<file path="config.mk">
export PLATFORM = sky130hd
export DESIGN_NAME = srw_supervisor
export DESIGN_NICKNAME = d
export VERILOG_FILES = /design/src/core/srw_pkg.sv /design/src/core/srw_watchdog_timer.sv /design/src/core/srw_supervisor.sv
export SDC_FILE = /design/constraint.sdc
export NUM_CORES = 1
export LEC_CHECK = 0
export CAP_MARGIN = 20
export CELL_PAD_IN_SITES_DETAIL_PLACEMENT = 0
export CELL_PAD_IN_SITES_GLOBAL_PLACEMENT = 1
export CORE_ASPECT_RATIO = 2
export CORE_MARGIN = 5
export CORE_UTILIZATION = 50
export CTS_CLUSTER_DIAMETER = 60
export CTS_CLUSTER_SIZE = 20
export DETAILED_ROUTE_END_ITERATION = 8
export DONT_BUFFER_PORTS = 1
export PLACE_DENSITY = 0.79
export SETUP_SLACK_MARGIN = 0.02
export SYNTH_ARGS = -nofsm -noshare
export SYNTH_HDL_FRONTEND = slang
export SYNTH_HIERARCHICAL = 1
export SYNTH_SLANG_ARGS = --single-unit
</file>
<file path="constraint.sdc">
create_clock -name mclk -period 2.55 [get_ports mclk]
set_input_delay 0.51 -clock mclk [delete_from_list [all_inputs] [get_ports mclk]]
set_output_delay 0.51 -clock mclk [all_outputs]
set_load 0.05 [all_outputs]
</file>
<file path="src/core/srw_pkg.sv">
// Constants and carrier types for the supervisory reset watchdog
package srw_pkg;

    localparam int unsigned CLK_PERIOD_PS       = 8000;
    localparam longint      RESET_HOLD_MS       = 200;
    localparam longint      WATCHDOG_PERIOD_MS  = 1600;
    // Exact cycle counts at 125 MHz; both far above 4096 so the top exposes them
    localparam longint      RESET_HOLD_CYCLES   =
        (RESET_HOLD_MS * 64'd1_000_000_000) / CLK_PERIOD_PS;
    localparam longint      WATCHDOG_CYCLES     =
        (WATCHDOG_PERIOD_MS * 64'd1_000_000_000) / CLK_PERIOD_PS;
    localparam int unsigned CNT_W               = 28;

    // Kick input as seen at the pin: level plus whether anything drives it
    typedef struct packed {
        logic level;
        logic driven;
    } srw_kick_t;

    typedef enum logic [1:0] {
        SRW_ACTIVE,
        SRW_HOLD,
        SRW_RUN
    } srw_state_t;

endpackage : srw_pkg

</file>
<file path="src/core/srw_watchdog_timer.sv">
// Watchdog period counter cleared by reset and kick edges
`timescale 1ns/1ps
`default_nettype none
module srw_watchdog_timer #(
    parameter logic [srw_pkg::CNT_W-1:0] PERIOD = srw_pkg::CNT_W'(srw_pkg::WATCHDOG_CYCLES)
) (
    input  wire logic              mclk,
    input  wire logic              rst_b,
    input  wire srw_pkg::srw_kick_t kick,
    input  wire logic              reset_active,
    output var  logic              expired
);
    import srw_pkg::*;

    typedef struct packed {
        logic [CNT_W-1:0] count;
        logic             last_level;
        logic             expired;
    } srw_wdt_state_t;

    srw_wdt_state_t cur;
    srw_wdt_state_t next_cur;

    always_comb
    begin
        next_cur            = cur;
        next_cur.last_level = kick.level;
        next_cur.expired    = 1'b0;
        if (reset_active || !kick.driven)
        begin
            next_cur.count = '0;
        end
        else if (kick.level != cur.last_level)
        begin
            next_cur.count = '0;
        end
        else if (cur.count >= PERIOD - 1'b1)
        begin
            next_cur.count   = '0;
            next_cur.expired = 1'b1;
        end
        else
        begin
            next_cur.count = cur.count + 1'b1;
        end
    end

    always_ff @(posedge mclk or negedge rst_b)
    begin
        if (!rst_b)
        begin
            cur <= '0;
        end
        else
        begin
            cur <= next_cur;
        end
    end

    assign expired = cur.expired;

endmodule : srw_watchdog_timer
`default_nettype wire

</file>
<file path="src/core/srw_supervisor.sv">
// Supervisory reset generator with manual reset and watchdog
`timescale 1ns/1ps
`default_nettype none
module srw_supervisor #(
    parameter logic [srw_pkg::CNT_W-1:0] HOLD_CYCLES =
        srw_pkg::CNT_W'(srw_pkg::RESET_HOLD_CYCLES),
    parameter logic [srw_pkg::CNT_W-1:0] WATCHDOG_CYCLES =
        srw_pkg::CNT_W'(srw_pkg::WATCHDOG_CYCLES)
) (
    input  wire logic               mclk,
    input  wire logic               rst_b,
    input  wire logic               undervoltage,
    input  wire logic               manual_reset_n,
    input  wire srw_pkg::srw_kick_t watchdog_kick_in,
    output var  logic               reset_out_n,
    output var  logic               reset_out
);
    import srw_pkg::*;

    typedef struct packed {
        srw_state_t       state;
        logic [CNT_W-1:0] hold;
        logic             reset_out_n;
        logic             reset_out;
    } srw_sup_state_t;

    srw_sup_state_t cur;
    srw_sup_state_t next_cur;
    logic           wdt_expired;
    logic           cause;

    srw_watchdog_timer #(
        .PERIOD       (WATCHDOG_CYCLES)
    ) u_wdt (
        .mclk         (mclk),
        .rst_b        (rst_b),
        .kick         (watchdog_kick_in),
        .reset_active (cur.state != SRW_RUN),
        .expired      (wdt_expired)
    );

    // Open manual input reads high through the pull-up at the pin
    assign cause = undervoltage || !manual_reset_n;

    always_comb
    begin
        next_cur = cur;
        case (cur.state)
            SRW_ACTIVE:
            begin
                next_cur.hold = '0;
                if (!cause)
                begin
                    next_cur.state = SRW_HOLD;
                end
            end
            SRW_HOLD:
            begin
                if (cause)
                begin
                    next_cur.state = SRW_ACTIVE;
                    next_cur.hold  = '0;
                end
                else if (cur.hold >= HOLD_CYCLES - 1'b1)
                begin
                    next_cur.state = SRW_RUN;
                end
                else
                begin
                    next_cur.hold = cur.hold + 1'b1;
                end
            end
            SRW_RUN:
            begin
                next_cur.hold = '0;
                if (cause)
                begin
                    next_cur.state = SRW_ACTIVE;
                end
                else if (wdt_expired)
                begin
                    next_cur.state = SRW_HOLD;
                end
            end
            default:
            begin
                next_cur.state = SRW_ACTIVE;
            end
        endcase
        // Outputs registered from the next state so both flip in one edge
        next_cur.reset_out_n = (next_cur.state == SRW_RUN);
        next_cur.reset_out   = (next_cur.state != SRW_RUN);
    end

    always_ff @(posedge mclk or negedge rst_b)
    begin
        if (!rst_b)
        begin
            cur.state       <= SRW_ACTIVE;
            cur.hold        <= '0;
            cur.reset_out_n <= 1'b0;
            cur.reset_out   <= 1'b1;
        end
        else
        begin
            cur <= next_cur;
        end
    end

    assign reset_out_n = cur.reset_out_n;
    assign reset_out   = cur.reset_out;

endmodule : srw_supervisor
`default_nettype wire

</file>
==> out/qor.csv, run 1 <==
stage,metric,value,unit
synth,Synth Register Bits,62,
placement,Placed Instances,434,
clocking,Max Root-Sink Buffers,2,
grt,wire length of the first global-routing pass,12400,um
die,Placeable Area,6830,um^2
clocking,H-Tree Level Count,3,
synth,dominant cells by area after synthesis,"sky130_fd_sc_hd__dfrtp_1 (44%), sky130_fd_sc_hd__a221o_1 (5.8%), sky130_fd_sc_hd__xor2_1 (5.1%)",
die,number of standard-cell rows in the floorplan,43,
finish,total area of sequential cells,1550,um^2
power_and_ir_drop,"sum of internal, switching and leakage power",2.33,mW
min_path,Min-Delay Path Class,primary input to async pin,
timing,clock period minus worst slack,2430,ps
finish,total area of multi-input combinational cells,1740,um^2
clocking,root buffer cell,sky130_fd_sc_hd__clkbuf_16,
critical_path,required time of the critical path,2760,ps
timing,accumulated negative setup slack,0,ps
critical_path,CP arrival,2630,ps
synth,library cells used by synthesis,55,
routing,Starting DRT DRC Count,205,
clocking,TritonCTS clock tree,built,
clocking,setup bufs post-CTS,0,
synth,number of enable flip-flop cells after synthesis,0,
routing,Wirelength per Cell,15.5,um
critical_path,worst-path fanout max,22,
critical_path,Setup crit start kind,flip-flop,
grt,Overflow after GRT,0,
timing,total count of hold-check failures in the final report,0,
finish,number of filler instances in the final layout,624,
synth,proportion of register bits with asynchronous set or reset after synthesis,1.00,
routing,count of unresolved DRC violations after routing,0,
power_and_ir_drop,power density cells,602,nW/um^2
clocking,CTS buffer count,9,
grt,initial antenna violation count,0,
clocking,Num Clock Sinks,62,
clocking,clock-pin slew reported for the worst setup and hold paths after clock tree synthesis,60,ps
finish,ratio of cells with drive above 1 in the final layout,0.116,
grt,global-route total usage across every layer,0.184,
synth,Yosys top cell by area,sky130_fd_sc_hd__dfrtp_1,
finish,count of nets after finishing,364,
grt,vias in the first global route,2624,
timing,worst clock skew on the final layout,4.35,ps
timing,share of the cycle needed by the critical path after routing,0.951,
finish,most frequent standard cell in the layout excluding fill and tap cells,sky130_fd_sc_hd__dfrtp_1,
timing,Final setup violation count,0,
synth,post-synthesis sequential area ratio,0.449,
finish,number of antenna cells inserted,0,
critical_path,nature of the critical path endpoint,flip-flop,
synth,Synth Area per Inst,9.87,um^2
flow_run,total of max-cap violations,0,
routing,antenna-violating nets left,0,
die,width of the die,68.8,um
finish,signed area change from the synthesized netlist to the final layout,11.8,%
finish,number of cells in the finished layout apart from fillers,451,
die,die area,8770,um^2
grt,pin count of the biggest net entering global routing,62,
synth,Post-Syn Nets,358,
timing,final max-slew violation count,0,
synth,cell area after synthesis,3450,um^2
die,height of the chip,128,um
routing,routed vias/inst,5.99,
routing,detailed-router iteration count before antenna repair,4,
die,boundary pin count,8,
critical_path,type of the worst setup path,flip-flop to flip-flop,
routing,vias after detailed routing,2703,
timing,worst slew margin relative to its limit,0.630,
synth,synthesized netlist cell count,350,
clocking,later-pin clock latency in the skew report,330,ps
routing,total wire length,7000,um
power_and_ir_drop,Max VDD drop,0.393,mV
die,starting density of the core,0.506,
synth,top flip-flop cell by instance count after synthesis,sky130_fd_sc_hd__dfrtp_1,
timing,RSZ-0062 raised after global routing,no,
placement,gp weighted congestion,0.833,
placement,sum of net half-perimeters after detailed placement,4530,um
timing,highest clock frequency the design can meet,412,MHz
run_status,result of the run,completed,
timing,Tightest Pin Transition,551,ps
synth,area share of the largest cell type after synthesis,0.442,
synth,number of warning messages in the yosys log,6,
placement,I/O Buffers,0,
power_and_ir_drop,cell leakage power,1.57,nW
finish,most frequent cells in the layout,"sky130_fd_sc_hd__dfrtp_1 (61), sky130_fd_sc_hd__nor2_1 (42), sky130_fd_sc_hd__nand2_1 (27), sky130_fd_sc_hd__nor3_1 (23)",
## final timing paths
check | startpoint | to | slack, ps | depth (start not counted)
max in group asynchronous | rst_b | cur[20]$_DFFE_PN0P_ | 2220 | 1
worst max-delay path | cur[19]$_DFFE_PN0P_ | cur[8]$_DFFE_PN0P_ | 120 | 6
min in group mclk | watchdog_kick_in[1] | u_wdt/cur[1]$_DFF_PN0_ | 210 | 0
worst max register to register | cur[19]$_DFFE_PN0P_ | cur[8]$_DFFE_PN0P_ | 120 | 6
worst min register to register | u_wdt/cur[2]$_DFF_PN0_ | u_wdt/cur[2]$_DFF_PN0_ | 500 | 1
worst min-delay path | rst_b | reset_out$_DFF_PN1_ | 20 | 0
## power by group
part	leakage (nW)	switching [mW]	internal [mW]
registers	0.860	0.00185	0.987
clock network	0.144	0.447	0.855
logic	0.568	0.0270	0.00881
total	1.57	0.476	1.85
## repair_timing
action / in CTS / in global routing
resized for setup: 0 / 2
endpoints found under the setup margin: 0 / 21
hold buffers: 1 / 0
hold endpoints to repair: 61 / 0
## cells in the mapped netlist, types with 3 or more instances
library cell and instances:
sky130_fd_sc_hd__dfrtp_1 61, sky130_fd_sc_hd__nor2_1 42, sky130_fd_sc_hd__nand2_1 27, sky130_fd_sc_hd__nor3_1 23, sky130_fd_sc_hd__a221o_1 20, sky130_fd_sc_hd__nand3_1 20, sky130_fd_sc_hd__xor2_1 20, sky130_fd_sc_hd__nand4_1 16
sky130_fd_sc_hd__and3_1 11, sky130_fd_sc_hd__o21ai_0 11, sky130_fd_sc_hd__buf_6 9, sky130_fd_sc_hd__and2_1 8, sky130_fd_sc_hd__nor4_1 8, sky130_fd_sc_hd__xnor2_1 7, sky130_fd_sc_hd__and4_1 5, sky130_fd_sc_hd__inv_1 4
sky130_fd_sc_hd__nor2_2 4, sky130_fd_sc_hd__nor2b_1 4, sky130_fd_sc_hd__o21a_1 4, sky130_fd_sc_hd__clkbuf_1 3, sky130_fd_sc_hd__nand4b_1 3
## routing by layer
layer	global-route usage	part of all wire	vias up	wire length, um
li1	-	-	1309	-
met1	0.260	0.48	1351	3340
met2	0.269	0.48	36	3380
met3	0.0484	0.027	7	192
met4	0.0678	0.012	0	87
met5	0	0	-	0
## worst max-delay path: stages, from the launching register on
cell                       delay [ps]
sky130_fd_sc_hd__dfrtp_1          370
sky130_fd_sc_hd__or4b_1           520
sky130_fd_sc_hd__or4_1            480
sky130_fd_sc_hd__o211ai_4         270
sky130_fd_sc_hd__nor2_1            80
sky130_fd_sc_hd__buf_4            230
sky130_fd_sc_hd__a221o_1          350
## logic make-up after synthesis
family / count (synthesis) / share of synthesized area
AOI/OAI and AO/OA: 48 / 0.114
xor gates and xnor gates: 27 / 0.0685
adders and majority gates: 2 / 0.00724
buffers and inverters: 21 / 0.0522
DFF: 62 / 0.449
muxes: 1 / 0.00326
and+or+nand+nor: 189 / 0.306
## flip-flops by register name, indices dropped and copies added, names as in the netlist
signal / cells
cur: 30
u_wdt/cur: 29
reset_out: 1
reset_out_n: 1
u_wdt/expired: 1
## stage by stage
step            util  hold WS (ps)  setup WS [ps]  cell area [um^2]
2_1_floorplan      -           214            287              3450
3_3_place_gp   0.512           217            138              3500
3_5_place_dp   0.512           217           60.7              3500
4_1_cts        0.563          4.02           40.0              3850
5_1_grt        0.565        0.0929           28.2              3860
6_report       0.565          21.1            125              3860
## cell type report
type / count / share of cell area
multi-input cells: 267 / 0.449
flip-flops and latches: 62 / 0.402
clock buffers: 9 / 0.0583
repair buffers: 12 / 0.0317
well taps: 90 / 0.0291
clock inverters: 7 / 0.0256
inverters: 4 / 0.00389
No activity file was read; power rests on OpenSTA's default activity.
==> run 2, diff against run 1 <==
--- a/config.mk
+++ b/config.mk
@@ -10,12 +10,13 @@
 export CELL_PAD_IN_SITES_GLOBAL_PLACEMENT = 1
 export CORE_ASPECT_RATIO = 2
 export CORE_MARGIN = 5
-export CORE_UTILIZATION = 50
+export CORE_UTILIZATION = 23
 export CTS_CLUSTER_DIAMETER = 60
 export CTS_CLUSTER_SIZE = 20
 export DETAILED_ROUTE_END_ITERATION = 8
 export DONT_BUFFER_PORTS = 1
-export PLACE_DENSITY = 0.79
+export HOLD_SLACK_MARGIN = 0.02
+export PLACE_DENSITY = 0.42
 export SETUP_SLACK_MARGIN = 0.02
 export SYNTH_ARGS = -nofsm -noshare
 export SYNTH_HDL_FRONTEND = slang
==> out/qor.csv, run 2 (synthesis results as in run 1) <==
stage,metric,value,unit
grt,vias in the first global route,2813,
die,starting density of the core,0.233,
critical_path,CP arrival,2580,ps
routing,antenna-violating nets left,0,
critical_path,last element of the critical path,cur[20]$_DFFE_PN0P_,
flow_run,total of max-cap violations,0,
timing,worst clock skew on the final layout,4.28,ps
placement,I/O Buffers,0,
critical_path,reg-to-reg critical path endpoint,cur[20]$_DFFE_PN0P_,
critical_path,worst setup path startpoint,cur[12]$_DFFE_PN0P_,
placement,post-detailed-placement cell area,3670,um^2
finish,most frequent cells in the layout,"sky130_fd_sc_hd__dfrtp_1 (61), sky130_fd_sc_hd__nor2_1 (42), sky130_fd_sc_hd__nand2_1 (27), sky130_fd_sc_hd__nor3_1 (23)",
routing,routed vias/inst,4.79,
routing,count of unresolved DRC violations after routing,0,
routing,vias after detailed routing,2688,
finish,number of antenna cells inserted,0,
routing,Wirelength per Cell,17.0,um
critical_path,worst-path fanout max,24,
routing,detailed-router iteration count before antenna repair,4,
power_and_ir_drop,cell leakage power,1.62,nW
clocking,TritonCTS clock tree,built,
critical_path,nature of the critical path endpoint,flip-flop,
timing,final max-slew violation count,0,
critical_path,required time of the critical path,2760,ps
timing,smallest setup slack after layout,176,ps
finish,number of flip-flops under the largest register name,30,
critical_path,type of the worst setup path,flip-flop to flip-flop,
finish,Top reg by flops,cur,
critical_path,flop2flop setup slack,180,ps
finish,final core occ,0.273,
die,width of the die,96.7,um
grt,initial antenna violation count,0,
die,boundary pin count,8,
die,height of the chip,183,um
min_path,Min-Delay Path Class,primary input to async pin,
critical_path,Setup crit start kind,flip-flop,
timing,highest clock frequency the design can meet,421,MHz
grt,wire length of the first global-routing pass,15600,um
power_and_ir_drop,power density cells,602,nW/um^2
grt,pin count of the biggest net entering global routing,62,
placement,gp weighted congestion,0.714,
clocking,Num Clock Sinks,62,
routing,total wire length,9550,um
die,Placeable Area,14800,um^2
clocking,root buffer cell,sky130_fd_sc_hd__clkbuf_16,
grt,global-route total usage across every layer,0.112,
timing,clock period minus worst slack,2370,ps
finish,post-layout instance area,4050,um^2
timing,worst slack on hold paths,51.3,ps
timing,total count of hold-check failures in the final report,0,
critical_path,source of the worst register-to-register timing path,cur[12]$_DFFE_PN0P_,
timing,Final setup violation count,0,
die,number of standard-cell rows in the floorplan,63,
finish,signed area change from the synthesized netlist to the final layout,17.3,%
clocking,CTS buffer count,9,
routing,Starting DRT DRC Count,70,
finish,count of nets after finishing,369,
die,die area,17700,um^2
clocking,clock-pin slew reported for the worst setup and hold paths after clock tree synthesis,60,ps
finish,most frequent standard cell in the layout excluding fill and tap cells,sky130_fd_sc_hd__dfrtp_1,
timing,worst slew margin relative to its limit,0.553,
clocking,Max Root-Sink Buffers,2,
timing,Tightest Pin Transition,665,ps
run_status,result of the run,completed,
placement,sum of net half-perimeters after detailed placement,6380,um
power_and_ir_drop,Max VDD drop,0.323,mV
timing,share of the cycle needed by the critical path after routing,0.931,
clocking,H-Tree Level Count,3,
placement,setup slack at placement,54.2,ps
timing,RSZ-0062 raised after global routing,no,
critical_path,cell depth of the worst flop-to-flop path,6,
finish,largest registers,"cur: 30 flops, u_wdt/cur: 29 flops",
timing,accumulated negative setup slack,0,ps
clocking,later-pin clock latency in the skew report,330,ps
finish,ratio of cells with drive above 1 in the final layout,0.126,
grt,Overflow after GRT,0,
run 2: critical path, cell delays in order, from the launching register on:
cell and delay, ps:
sky130_fd_sc_hd__dfrtp_1 440, sky130_fd_sc_hd__or4_1 580, sky130_fd_sc_hd__a311oi_2 350, sky130_fd_sc_hd__o211ai_2 160, sky130_fd_sc_hd__and2_1 190, sky130_fd_sc_hd__buf_12 170
sky130_fd_sc_hd__a221o_1 350
run 2: layer usage:
metal  wire length [um]  global-route usage
met5                  0                   0
met4                175              0.0416
met2               5520               0.222
met1               3660               0.115
met3                194              0.0209
run 2: worst min-delay path by stage:
stage	start	to	slack [ps]
2_1_floorplan	rst_b	cur[10]$_DFFE_PN0P_	210
3_3_place_gp	rst_b	u_wdt/cur[10]$_DFF_PN0_	220
3_5_place_dp	rst_b	u_wdt/cur[10]$_DFF_PN0_	220
4_1_cts	rst_b	cur[18]$_DFFE_PN0P_	70
5_1_grt	rst_b	u_wdt/cur[8]$_DFF_PN0_	70
6_report	rst_b	u_wdt/cur[8]$_DFF_PN0_	50
run 2: stage by stage:
stage               total power [mW]  instances
global placement                1.02        543
floorplan                       1.02        350
detailed placement              1.02        543
global route                    2.53        561
finish                          2.44        561
CTS                             2.49        561
run 2: power breakdown:
group / internal, mW / switching (mW) / total [mW]
registers: 0.986 / 0.00148 / 0.988
clock network: 0.949 / 0.456 / 1.41
logic: 0.0119 / 0.0329 / 0.0448
run 2: layout make-up:
type                    count  area [um^2]
flip-flops and latches     62         1550
inverters                   4         15.0
clock inverters             7          113
clock buffers               9          225
multi-input cells         267         1730
repair buffers             17          175
well taps                 195          244
fillers                  1640        10800
run 2: what timing repair did:
item | CTS | global route
hold buffers | 2 | 0
endpoints found under the hold margin | 61 | 0
gates resized for setup | 0 | 1
endpoints found under the setup margin | 0 | 22
buffers inserted | 0 | 0
